<file path="src/design/irca_pkg.sv">
// Constants for the interrupt router configuration function and its window
package irca_pkg;
    // Counts
    localparam int NUM_SEG = 2;
    localparam int NUM_INT = 10;
    localparam int MAX_INT = 24;

    // Configuration function holding the router header
    localparam logic [2:0] FUNC_ROUTER = 3'h1;

    // Header offsets
    localparam logic [7:0] HDR_IDENT = 8'h00;
    localparam logic [7:0] HDR_CMD = 8'h04;
    localparam logic [7:0] HDR_CLASS = 8'h08;
    localparam logic [7:0] HDR_BAR_LO = 8'h10;
    localparam logic [7:0] HDR_BAR_HI = 8'h14;
    localparam logic [7:0] HDR_SUBSYS = 8'h2C;

    // Command and state fields
    localparam int CMD_MEM_BIT = 1;
    localparam int CMD_MASTER_BIT = 2;
    localparam logic [31:0] CMD_RESET = 32'h0200_0000;
    localparam logic [1:0] CMD_EN_RESET = 2'h0;

    // Class and window base fields
    localparam logic [23:0] CLASS_CODE = 24'h08_0010;
    localparam int BAR_SHIFT = 12;
    localparam int BAR_BITS = 64 - BAR_SHIFT;
    localparam logic [11:0] BAR_LOW = 12'h004;
    localparam logic [51:0] BAR_RESET = 52'h0_0000_0000_0000;

    // Window offsets
    localparam logic [11:0] WIN_SELECT = 12'h000;
    localparam logic [11:0] WIN_DATA = 12'h010;

    // Internal router register indexes
    localparam logic [7:0] IDX_ID = 8'h00;
    localparam logic [7:0] IDX_VER = 8'h01;
    localparam logic [7:0] IDX_ARB = 8'h02;
    localparam logic [7:0] IDX_ENT0 = 8'h10;
    localparam logic [7:0] SEL_RESET = 8'h00;

    // Internal register fields
    localparam int ID_LSB = 24;
    localparam int MAXENT_LSB = 16;
    localparam logic [7:0] ROUTER_VERSION = 8'h11;
    localparam logic [3:0] ID_RESET = 4'h0;

    // Routing entry layout
    localparam int ENT_MASK_BIT = 16;
    localparam logic [63:0] ENT_RESET = 64'h0000_0000_0001_0000;
    localparam logic [63:0] ENT_WMASK = 64'hFFFF_FFFF_0001_FFFF;

    // Answer for a hidden function
    localparam logic [31:0] ALL_ONES = 32'hFFFF_FFFF;
    localparam logic [31:0] ZERO32 = 32'h0000_0000;
endpackage

</file>
<file path="src/design/irca_router_cfg.sv">
// Interrupt router configuration function, indirect window and routing entries
//
// Functional notes
// [RULE_01] Router configuration function visible only in extended-function mode.
// [RULE_02] Outside that mode function 1 answers as absent, all ones.
// [RULE_03] In extended mode routing is programmed only through the indexed set.
// [RULE_04] One router header and register set per secondary segment.
// [RULE_05] Command bit 2 gates interrupt requests toward the host.
// [RULE_06] Command bit 1 gates decode of the memory window.
// [RULE_07] Base bits 63:12 are stored and mark the window start.
// [RULE_08] Base bits 11:0 read 004h and ignore writes.
// [RULE_09] Each router set serves ten interrupt inputs, one entry each.
// [RULE_10] Router registers reached only via select and data words in window.
// [RULE_11] Select bits 7:0 writable, 31:8 read zero, reset zero.
// [RULE_12] Data word writes go to the register chosen by the select.
// [RULE_13] Data word reads return the register chosen by the select.
// [RULE_14] Unimplemented indexes read zero and ignore writes.
// [RULE_15] Index 00h holds a writable four-bit identifier in bits 27:24.
// [RULE_16] Index 01h bits 23:16 read highest entry number, inputs minus one.
// [RULE_17] Entry mask bit 16 resets to one and suppresses its interrupt.
//
// Timing summary
// One-cycle answers on both access ports
// Config port answers function 1 in every mode
// Memory port answers only the accesses it claims
// Interrupt outputs lag their inputs by one cycle
// Reset is synchronous and clears all writable state except the entry mask bits, which it sets
// No byte enables: every access is a whole word
`timescale 1ns/1ns

module irca_router_cfg
    import irca_pkg::*;
#(
    parameter int NSEG = NUM_SEG,
    parameter int NINT = NUM_INT,
    parameter logic [15:0] VENDOR_CODE = 16'h5A5A, // Arbitrary value
    parameter logic [15:0] DEVICE_CODE = 16'hA5A5, // Arbitrary value
    parameter logic [7:0] REVISION_CODE = 8'h3C, // Arbitrary value
    parameter logic [31:0] SUBSYS_CODE = 32'h0000_0000, // Arbitrary value
    localparam int SEGW = (NSEG > 1) ? $clog2(NSEG) : 1
) (
    input wire logic sys_clk, // Clock
    input wire logic resetn, // Synchronous reset
    input wire logic ext_mode, // Extended-function mode selected
    input wire logic cfg_req, // Configuration access strobe
    input wire logic cfg_wr, // Configuration write
    input wire logic [2:0] cfg_func, // Function number
    input wire logic [SEGW-1:0] cfg_seg, // Secondary segment
    input wire logic [7:0] cfg_off, // Header byte offset
    input wire logic [31:0] cfg_wdata, // Configuration write data
    output logic [31:0] cfg_rdata, // Configuration read data
    output logic cfg_ack, // Configuration answer
    output logic cfg_present, // Function 1 exists
    input wire logic mem_req, // Memory access strobe
    input wire logic mem_wr, // Memory write
    input wire logic [63:0] mem_addr, // Memory byte address
    input wire logic [31:0] mem_wdata, // Memory write data
    output logic [31:0] mem_rdata, // Memory read data
    output logic mem_ack, // Memory answer, claimed access
    input wire logic [NSEG*NINT-1:0] irq_in, // Interrupt inputs
    output logic [NSEG*NINT-1:0] irq_out // Routed interrupt requests
);

    // Entry indexes must fit below the reserved top of the index space
    if (NSEG < 1 || NINT < 1 || NINT > MAX_INT) begin : g_chk
        $error("irca_router_cfg: unsupported NSEG or NINT");
    end

    // Derived index bounds
    // Entry e sits at two indexes, low half first
    // IDX_END is the first index past the table
    localparam logic [7:0] MAX_ENT = 8'(NINT - 1);
    localparam logic [7:0] IDX_END = 8'(IDX_ENT0 + 8'(2 * NINT));

    // Per-segment state
    // Only the two command enables are stored; the
    // remaining command and state bits are constant
    logic [CMD_MASTER_BIT:CMD_MEM_BIT] cmd_r [NSEG];
    logic [BAR_BITS-1:0] bar_r [NSEG];
    logic [7:0] sel_r [NSEG];
    logic [3:0] rid_r [NSEG];
    logic [3:0] arb_r [NSEG];
    logic [63:0] ent_r [NSEG*NINT];
    logic [31:0] cfg_rdata_r;
    logic cfg_ack_r;
    logic [31:0] mem_rdata_r;
    logic mem_ack_r;
    logic [NSEG*NINT-1:0] irq_out_r;

    // Decode and read-path nets
    logic cfg_take;
    logic cfg_vis;
    logic cfg_w;
    logic [7:0] cfg_word;
    logic [31:0] hdr_rd;
    logic [NSEG-1:0] mem_hit;
    logic mem_any;
    logic [SEGW-1:0] mem_seg;
    logic [11:0] win_off;
    logic wr_sel;
    logic wr_dat;
    logic [7:0] rsel;
    logic ent_ok;
    logic [7:0] ent_rel;
    logic [31:0] rtr_rd;
    logic [31:0] win_rd;

    // Configuration decode; function 0 belongs to the bridge proper
    // Function 1 is claimed in every mode so a hidden
    // function still answers, with all ones on reads
    // Offset bits 1:0 ignored, whole words only
    assign cfg_take = cfg_req && (cfg_func == FUNC_ROUTER);
    assign cfg_vis = cfg_take && ext_mode; // [RULE_01]
    assign cfg_w = cfg_vis && cfg_wr; // [RULE_02]
    assign cfg_word = {cfg_off[7:2], 2'b00};

    // Header read mux for the addressed segment
    // Reserved words read zero; status half is constant
    // Segment number picks which copy of the state is shown
    always_comb begin
        hdr_rd = ZERO32;
        case (cfg_word)
            HDR_IDENT: hdr_rd = {DEVICE_CODE, VENDOR_CODE};
            HDR_CMD: begin
                hdr_rd = CMD_RESET;
                hdr_rd[CMD_MASTER_BIT:CMD_MEM_BIT] = cmd_r[cfg_seg];
            end
            HDR_CLASS: hdr_rd = {CLASS_CODE, REVISION_CODE};
            HDR_BAR_LO: hdr_rd = {bar_r[cfg_seg][19:0], BAR_LOW}; // [RULE_08]
            HDR_BAR_HI: hdr_rd = bar_r[cfg_seg][BAR_BITS-1:20];
            HDR_SUBSYS: hdr_rd = SUBSYS_CODE;
            default: hdr_rd = ZERO32;
        endcase
    end

    // Window decode; lowest segment wins if two bases overlap
    // Overlap is a software error; this only makes it deterministic
    // Scan runs downward so the lowest hit is written last
    always_comb begin
        mem_any = 1'b0;
        mem_seg = '0;
        for (int s = NSEG - 1; s >= 0; s--) begin
            if (mem_hit[s]) begin
                mem_any = 1'b1;
                mem_seg = SEGW'(s);
            end
        end
    end

    // Claim per segment: mode, memory enable and page match
    // Base is compared whole, so the window is exactly 4 KB
    for (genvar s = 0; s < NSEG; s++) begin : g_hit
        assign mem_hit[s] = mem_req && ext_mode && cmd_r[s][CMD_MEM_BIT] // [RULE_06]
            && (mem_addr[63:BAR_SHIFT] == bar_r[s]); // [RULE_07]
    end

    // Window offsets and the select of the claiming segment
    // Unaligned offsets fall to the read-zero default
    assign win_off = mem_addr[11:0];
    assign wr_sel = mem_any && mem_wr && (win_off == WIN_SELECT); // [RULE_10]
    assign wr_dat = mem_any && mem_wr && (win_off == WIN_DATA); // [RULE_10]
    assign rsel = sel_r[mem_seg];
    assign ent_ok = (rsel >= IDX_ENT0) && (rsel < IDX_END); // [RULE_09]
    assign ent_rel = rsel - IDX_ENT0;

    // Indirect read of the selected router register
    // Odd table index is the upper entry half
    // Table range checked first, so the case stays small
    // Anything else reads zero, reserved indexes included
    always_comb begin
        rtr_rd = ZERO32;
        if (ent_ok) begin
            if (ent_rel[0]) begin
                rtr_rd = ent_r[int'(mem_seg) * NINT + int'(ent_rel[7:1])][63:32]; // [RULE_13]
            end else begin
                rtr_rd = ent_r[int'(mem_seg) * NINT + int'(ent_rel[7:1])][31:0]; // [RULE_13]
            end
        end else begin
            case (rsel)
                IDX_ID: rtr_rd[ID_LSB+:4] = rid_r[mem_seg]; // [RULE_15]
                IDX_VER: begin
                    rtr_rd[MAXENT_LSB+:8] = MAX_ENT; // [RULE_16]
                    rtr_rd[7:0] = ROUTER_VERSION;
                end
                IDX_ARB: rtr_rd[ID_LSB+:4] = arb_r[mem_seg];
                default: rtr_rd = ZERO32; // [RULE_14]
            endcase
        end
    end

    // Window word mux; other window offsets read zero
    // Select reads back so software can save and restore it
    // Only the two decoded words carry data
    always_comb begin
        win_rd = ZERO32;
        case (win_off)
            WIN_SELECT: win_rd = {24'h00_0000, rsel}; // [RULE_11]
            WIN_DATA: win_rd = rtr_rd;
            default: win_rd = ZERO32;
        endcase
    end

    // Per-segment header and router state
    // Each segment has a private header, select and table
    // Writes reach one segment only, chosen by decode
    for (genvar s = 0; s < NSEG; s++) begin : g_seg // [RULE_04]
        logic cfg_me;
        logic mem_me;
        assign cfg_me = cfg_w && (cfg_seg == SEGW'(s));
        assign mem_me = mem_any && (mem_seg == SEGW'(s));

        // Command enables
        // Hidden writes are dropped through cfg_w
        // Other bits of the written word are ignored
        always_ff @(posedge sys_clk) begin
            if (!resetn) begin
                cmd_r[s] <= CMD_EN_RESET;
            end else if (cfg_me && cfg_word == HDR_CMD) begin
                cmd_r[s] <= cfg_wdata[CMD_MASTER_BIT:CMD_MEM_BIT];
            end
        end

        // Window base, low twelve bits are hardwired
        // Halves written independently, in either order
        // A half-written base may decode a stray page
        always_ff @(posedge sys_clk) begin
            if (!resetn) begin
                bar_r[s] <= BAR_RESET;
            end else if (cfg_me && cfg_word == HDR_BAR_LO) begin
                bar_r[s][19:0] <= cfg_wdata[31:BAR_SHIFT]; // [RULE_07]
            end else if (cfg_me && cfg_word == HDR_BAR_HI) begin
                bar_r[s][BAR_BITS-1:20] <= cfg_wdata; // [RULE_07]
            end
        end

        // Select word
        // Takes effect for the access in the next cycle
        // Upper bits of the written word are dropped
        always_ff @(posedge sys_clk) begin
            if (!resetn) begin
                sel_r[s] <= SEL_RESET; // [RULE_11]
            end else if (mem_me && wr_sel) begin
                sel_r[s] <= mem_wdata[7:0]; // [RULE_11]
            end
        end

        // Identifier and arbitration words
        // Only bits 27:24 are stored; the rest read zero
        // Table indexes are excluded so they never alias here
        always_ff @(posedge sys_clk) begin
            if (!resetn) begin
                rid_r[s] <= ID_RESET;
                arb_r[s] <= ID_RESET;
            end else if (mem_me && wr_dat && !ent_ok) begin
                if (rsel == IDX_ID) begin
                    rid_r[s] <= mem_wdata[ID_LSB+:4]; // [RULE_15]
                end
                if (rsel == IDX_ARB) begin
                    arb_r[s] <= mem_wdata[ID_LSB+:4];
                end
            end
        end

        // Routing entries, written one half at a time
        // Low half keeps read-only bits at zero via the mask
        // Upper half is fully writable
        // Mask set at reset so nothing fires before setup
        for (genvar e = 0; e < NINT; e++) begin : g_ent // [RULE_09]
            logic hit_e;
            assign hit_e = mem_me && wr_dat && ent_ok && (ent_rel[7:1] == 7'(e)); // [RULE_12]
            always_ff @(posedge sys_clk) begin
                if (!resetn) begin
                    ent_r[s*NINT+e] <= ENT_RESET; // [RULE_17]
                end else if (hit_e && ent_rel[0]) begin
                    ent_r[s*NINT+e][63:32] <= mem_wdata & ENT_WMASK[63:32]; // [RULE_12]
                end else if (hit_e) begin
                    ent_r[s*NINT+e][31:0] <= (mem_wdata & ENT_WMASK[31:0]) // [RULE_12]
                        | (ent_r[s*NINT+e][31:0] & ~ENT_WMASK[31:0]);
                end
            end

            // Request reaches the host only if unmasked and mastering allowed
            // Registered, so requests lag the inputs by one cycle
            // Mode off forces low; routing is then done elsewhere
            // Level only: no edge capture, no pending state
            always_ff @(posedge sys_clk) begin
                if (!resetn) begin
                    irq_out_r[s*NINT+e] <= 1'b0;
                end else begin
                    irq_out_r[s*NINT+e] <= irq_in[s*NINT+e] && ext_mode // [RULE_03]
                        && cmd_r[s][CMD_MASTER_BIT] // [RULE_05]
                        && !ent_r[s*NINT+e][ENT_MASK_BIT]; // [RULE_17]
                end
            end
        end
    end

    // Configuration answer, one cycle after the strobe
    // Read data holds until the next function 1 read
    // Hidden function reads all ones, as for an absent one
    // Writes are acknowledged whether or not they land
    always_ff @(posedge sys_clk) begin
        if (!resetn) begin
            cfg_ack_r <= 1'b0;
            cfg_rdata_r <= ZERO32;
        end else begin
            cfg_ack_r <= cfg_take;
            if (cfg_take && !cfg_wr) begin
                cfg_rdata_r <= cfg_vis ? hdr_rd : ALL_ONES; // [RULE_02]
            end
        end
    end

    // Memory answer only for claimed accesses; others are left to abort
    // Read data holds until the next claimed read
    // Unused window offsets are still acknowledged
    // No wait states: every claimed access answers next cycle
    always_ff @(posedge sys_clk) begin
        if (!resetn) begin
            mem_ack_r <= 1'b0;
            mem_rdata_r <= ZERO32;
        end else begin
            mem_ack_r <= mem_any; // [RULE_06]
            if (mem_any && !mem_wr) begin
                mem_rdata_r <= win_rd; // [RULE_13]
            end
        end
    end

    // Outputs other than cfg_present come straight from flops
    // Present follows the mode pin without delay
    assign cfg_ack = cfg_ack_r;
    assign cfg_rdata = cfg_rdata_r;
    assign cfg_present = ext_mode; // [RULE_01]
    assign mem_ack = mem_ack_r;
    assign mem_rdata = mem_rdata_r;
    assign irq_out = irq_out_r;

endmodule // irca_router_cfg

</file>
<file path="config.mk">
export PLATFORM = sky130hd
export DESIGN_NAME = irca_router_cfg
export DESIGN_NICKNAME = d
export VERILOG_FILES = /design/src/design/irca_pkg.sv /design/src/design/irca_router_cfg.sv
export SDC_FILE = /design/constraint.sdc
export NUM_CORES = 2
export LEC_CHECK = 0
export ABC_AREA = 1
export BUFFER_PORTS_ARGS = -buffer_cell sky130_fd_sc_hd__clkbuf_2
export CAP_MARGIN = 0
export CORE_UTILIZATION = 31
export CTS_CLUSTER_SIZE = 28
export DETAILED_ROUTE_END_ITERATION = 16
export PLACE_DENSITY = 0.54
export SLEW_MARGIN = 25
export SYNTH_ARGS = -nofsm -noshare
export SYNTH_HDL_FRONTEND = slang
export SYNTH_SLANG_ARGS = --single-unit
</file>
<file path="constraint.sdc">
create_clock -name sys_clk -period 6.48 [get_ports sys_clk]
set_input_delay 1.296 -clock sys_clk [delete_from_list [all_inputs] [get_ports sys_clk]]
set_output_delay 1.296 -clock sys_clk [all_outputs]
set_load 0.01 [all_outputs]
</file>
# Word-level counts from Yosys, hierarchy flattened
# Memory sizes are Yosys's and may differ from the RTL's.
# Cells that the tools add are included.
# Widths: inputs -> output; s select.
# classes
addsub,2
mul,1
div,0
magnitude_cmp,2
eq_ne,19
n_shift,0
mux,244
bitwise,74
n_reduce_logical,159
# op_table
cell,n
$mux 32,45
$or 17x32->32,20
$mux 1,184
$pmux 32 s5,1
$logic_and 1x1->1,132
$eq 52x52->1,2
$pmux 32 s2,1
$or 1x1->1,52
$mux 20,2
$eq 7x3->1 const B,4
$logic_not 1->1,23
$mux 4,5
$logic_not 8->1,2
$mux 8,2
$eq 7x2->1 const B,2
$eq 7x4->1 const B,2
$eq 12x5->1 const B,1
$eq 6x3->1 const B,2
$logic_not 12->1,1
$eq 8x1->1 const B,1
$eq 8x2->1 const B,1
$ge 8x5->1 const B,1
$lt 8x6->1 const B,1
$pmux 4 s2,1
other kinds (11),13
# word_totals
ff_bits,86
latch_bits,0
ramBits,1420
mem_bits_ro,0
word_cells,531
memories,6
# memory_table
memory,depth,width,read_ports,rd_clocked_by_memory_dff,write_ports,line,source
ent_r,20,64,21,0,20,irca_router_cfg.sv:83,logic [63:0] ent_r [NSEG*NINT];
bar_r,2,52,3,0,2,irca_router_cfg.sv:79,logic [BAR_BITS-1:0] bar_r [NSEG];
sel_r,2,8,1,0,2,irca_router_cfg.sv:80,logic [7:0] sel_r [NSEG];
arb_r,2,4,1,0,2,irca_router_cfg.sv:82,logic [3:0] arb_r [NSEG];
rid_r,2,4,1,0,2,irca_router_cfg.sv:81,logic [3:0] rid_r [NSEG];
cmd_r,2,2,3,0,2,irca_router_cfg.sv:78,logic [CMD_MASTER_BIT:CMD_MEM_BIT] cmd_r [NSEG];

# Longest topological paths before layout
# logic_depth
ltp_word,15
mapped_depth,27
mapped_depth_nobuf,26

# Worst setup path before layout
# No wires, ideal clock.
# synth_timing
path_kind,input -> register
startpoint,in mem_req
endpoint,"mem ent_r[7][32], enable pin"
arrival_ns,5.876
path_slack_ns,0.139
stages,22
path_buffers,0
path_cell_list,nand2_1 > inv_2 > nand2_1 > nor2_1 > nand2_1 > nor2_1 > nand2_1 > nor2_1 > nand2_2 > nand2_4 > inv_2 > nand2_1 > and2_1 > inv_1 > ha_1 > o21ai_0 > nand3b_1 > a21oi_4 > nand2_4 > inv_2 > nand3_1 > o21ai_0
# synth_lines
item,line,source
from (decl),irca_router_cfg.sv:54,"input wire logic mem_req,"
to (decl),irca_router_cfg.sv:83,

==> flow_metrics.py <==
metrics = {
    "run_status": {
        "status": "finished clean",
    },
    "cts": {
        "cts.clk_slew.worst_paths_ns": 0.06,
        "cts_setup_buffers": 0,
        "cts_tree": "yes",
        "htree_levels": 4,
        "insertion_delay_ns": 0.81,
        "cts_made_buffers": 130,
        "cts_root_buffer": "clkbuf_16",
        "cts_max_path_buffers": 3,
        "cts_hold_buffers": 0,
        "cts_sinks": 1206,
        "cts-resized-gates": 0,
    },
    "cells_and_area": {
        "fin_cells": 8665,
        "fin_nets": 6366,
        "syn_to_final_growth_pct": 15.0,
        "drive_gt1_frac": 0.116,
    },
    "detailed_routing": {
        "wl_per_cell_um": 22.5,
        "viasPerCell": 5.12,
        "wirelength_um": 195000,
        "antenna_left": 0,
        "drc_errors": 0,
        "dr.pass1.iters": 6,
        "vias": 44324,
        "drtIter0Drc": 4324,
    },
    "sta": {
        "worst_pin_slew_ns": 1.07,
        "setup_tns_ns": 0,
        "max_clock_freq_ghz": 0.191,
        "hold_ws_ns": 0.464,
        "period_share": 0.807,
        "hold_violations": 0,
        "slew_headroom": 0.281,
        "slew_viol_final": 0,
        "fin_skew_ns": 0.0322,
        "setup_viol_count_final": 0,
        "rsz0062_at_grt": "no",
        "period_needed_ns": 5.23,
    },
    "yosys": {
        "yosysMostFrequentCell": "nand2_1",
        "synth_top_area_share": 0.595,
        "ys_ff_latch": 1206,
        "yosys.cell_types.count": 51,
        "syn_avg_cell_area_um2": 9.27,
        "synth_edf_count": 1120,
        "async_flop_share": 0,
        "syn_area_um2": 56500,
        "synth_top_flop_cell": "edfxtp_1",
        "ys_top_cells_by_area": "edfxtp_1, nand2_1, nor2_1",
        "synth_nets": 6271,
        "synth_common_cells": "nand2_1, nor2_1, edfxtp_1",
        "synth_seq_area_share": 0.625,
        "yosys_warnings": 0,
        "netlist_instances": 6098,
        "yosysTopAreaCell": "edfxtp_1",
    },
    "pwr": {
        "ir_worst_vdd_mv": 0.283,
        "power_density_nw_per_um2": 274,
        "leakage_nw": 25.3,
    },
    "floorplan": {
        "die_x_um": 429,
        "die_area_um2": 184000,
        "fp.dieH_um": 429,
        "core_um2": 181000,
        "start_util": 0.312,
        "fp-row-count": 156,
        "pin_count": 254,
    },
    "setup_path": {
        "worstPathMaxFanout": 16,
        "cp-end-kind": "register",
        "arrival_ns": 5.84,
        "critPathLaunchType": "primary input",
        "cp.required_ns": 7.09,
        "path_class": "primary input to register",
    },
    "global_route": {
        "gr-usage-all-layers": 0.208,
        "grt_max_degree": 108,
        "grt_remaining_overflow": 0,
        "antenna_found_initial": 4,
        "grt_pass1_vias": 41606,
        "grt_pass1_wl_um": 284000,
    },
    "placement": {
        "portBuffers": 251,
        "hpwlAfterDp_um": 123000,
        "dp_cells": 8431,
        "gp_congestion": 0.933,
    },
    "job": {
        "drv_cap": 0,
    },
    "worst_hold_path": {
        "hp-class": "register to register",
    },
}
-- through the flow --
| step | total power, W | setup WS, ns | instance area (um2) | utilization |
|---|---|---|---|---|
| floorplan | 0.0100 | 0.139 | 56500 | - |
| global placement | 0.0107 | 0.655 | 61000 | 0.337 |
| detailed placement | 0.0107 | 0.540 | 61000 | 0.337 |
| CTS | 0.0179 | 1.36 | 65000 | 0.359 |
| global route | 0.0184 | 0.841 | 65000 | 0.359 |
| finish | 0.0178 | 1.25 | 65000 | 0.359 |
-- power breakdown --
| part | switching [W] | internal [W] |
|---|---|---|
| Clock | 0.00324 | 0.00400 |
| Sequential | 0.000124 | 0.00884 |
| Combinational | 0.00119 | 0.000422 |
-- cells by family after synthesis --
logic type / after synthesis / share of synthesized area
DFF: 1206 / 0.625
AOI/OAI and AO/OA: 364 / 0.0377
and+or+nand+nor: 3738 / 0.276
xor gates and xnor gates: 62 / 0.00961
buffers and inverters: 722 / 0.0496
adders and majority gates: 6 / 0.00133
-- cell usage in the layout (no fill, tap or decap), types with 18 or more instances in the layout --
master	netlist	routed
nand4_1	38	38
o211ai_1	31	31
xnor2_1	38	37
nand2_1	1394	1379
a21oi_1	62	62
xor2_1	24	23
nand3_1	847	832
o22ai_1	18	18
clkinv_1	13	32
buf_12	0	41
clkbuf_16	0	133
dfxtp_1	86	86
inv_2	13	19
clkbuf_2	0	252
buf_4	2	126
or2_2	24	24
nand3_2	13	28
nor3_1	18	18
clkbuf_1	335	38
edfxtp_1	1120	1120
nor3b_1	21	21
o21ai_0	193	186
inv_1	241	231
nor2_1	1339	1337
-- critical path, cell delays in order --
cell,delay [ns]
clkbuf_2,0.18
nand2_1,0.14
nor2_1,0.44
nand2_1,0.11
nor2_1,0.11
nand2_1,0.06
nor2_1,0.11
nand2_1,0.13
nor2_2,0.20
nand2_4,0.14
o21ai_2,0.30
inv_1,0.19
ha_1,0.38
o21ai_1,0.09
a21oi_1,0.16
nand3_2,0.17
nor3_1,0.37
nand2_1,0.15
nor2_2,0.35
buf_4,0.21
nand3_2,0.32
nor2_1,0.22
-- final cells by class --
type	count	area (um2)
Multi-Input combinational cell	4170	18600
Clock inverter	55	504
Antenna cell	2	5.00
Clock buffer	177	3540
Tap cell	2370	2970
Fill cell	18148	116000
Inverter	267	1020
Sequential cell	1206	35400
Timing Repair Buffer	418	3030
-- state kept, by name (all words and copies together), names as in the netlist --
register   flops
bar_r        104
cmd_r          4
rid_r          8
sel_r         16
ent_r        980
irq_out       20
cfg_rdata     32
mem_rdata     32
cfg_ack        1
mem_ack        1
arb_r          8
-- per-layer routing --
layer | track usage | wire length (um) | part of all wire | vias up
li1 | - | - | - | 20587
met3 | 0.0360 | 13900 | 0.071 | 262
met5 | 0 | 0 | 0 | -
met4 | 0.0769 | 6960 | 0.036 | 0
met2 | 0.342 | 93400 | 0.48 | 1700
met1 | 0.273 | 80600 | 0.41 | 21775
-- worst paths after layout --
kind         slack [ns]           from            end  depth (start not counted)
max                1.25       ext_mode   ent_r[6][12]                         22
min                0.46  mem_rdata[10]  mem_rdata[10]                          2
max reg2reg        1.55   bar_r[1][50]   ent_r[6][12]                         21
min reg2reg        0.46  mem_rdata[10]  mem_rdata[10]                          2
No activity file was read; power rests on OpenSTA's default activity.
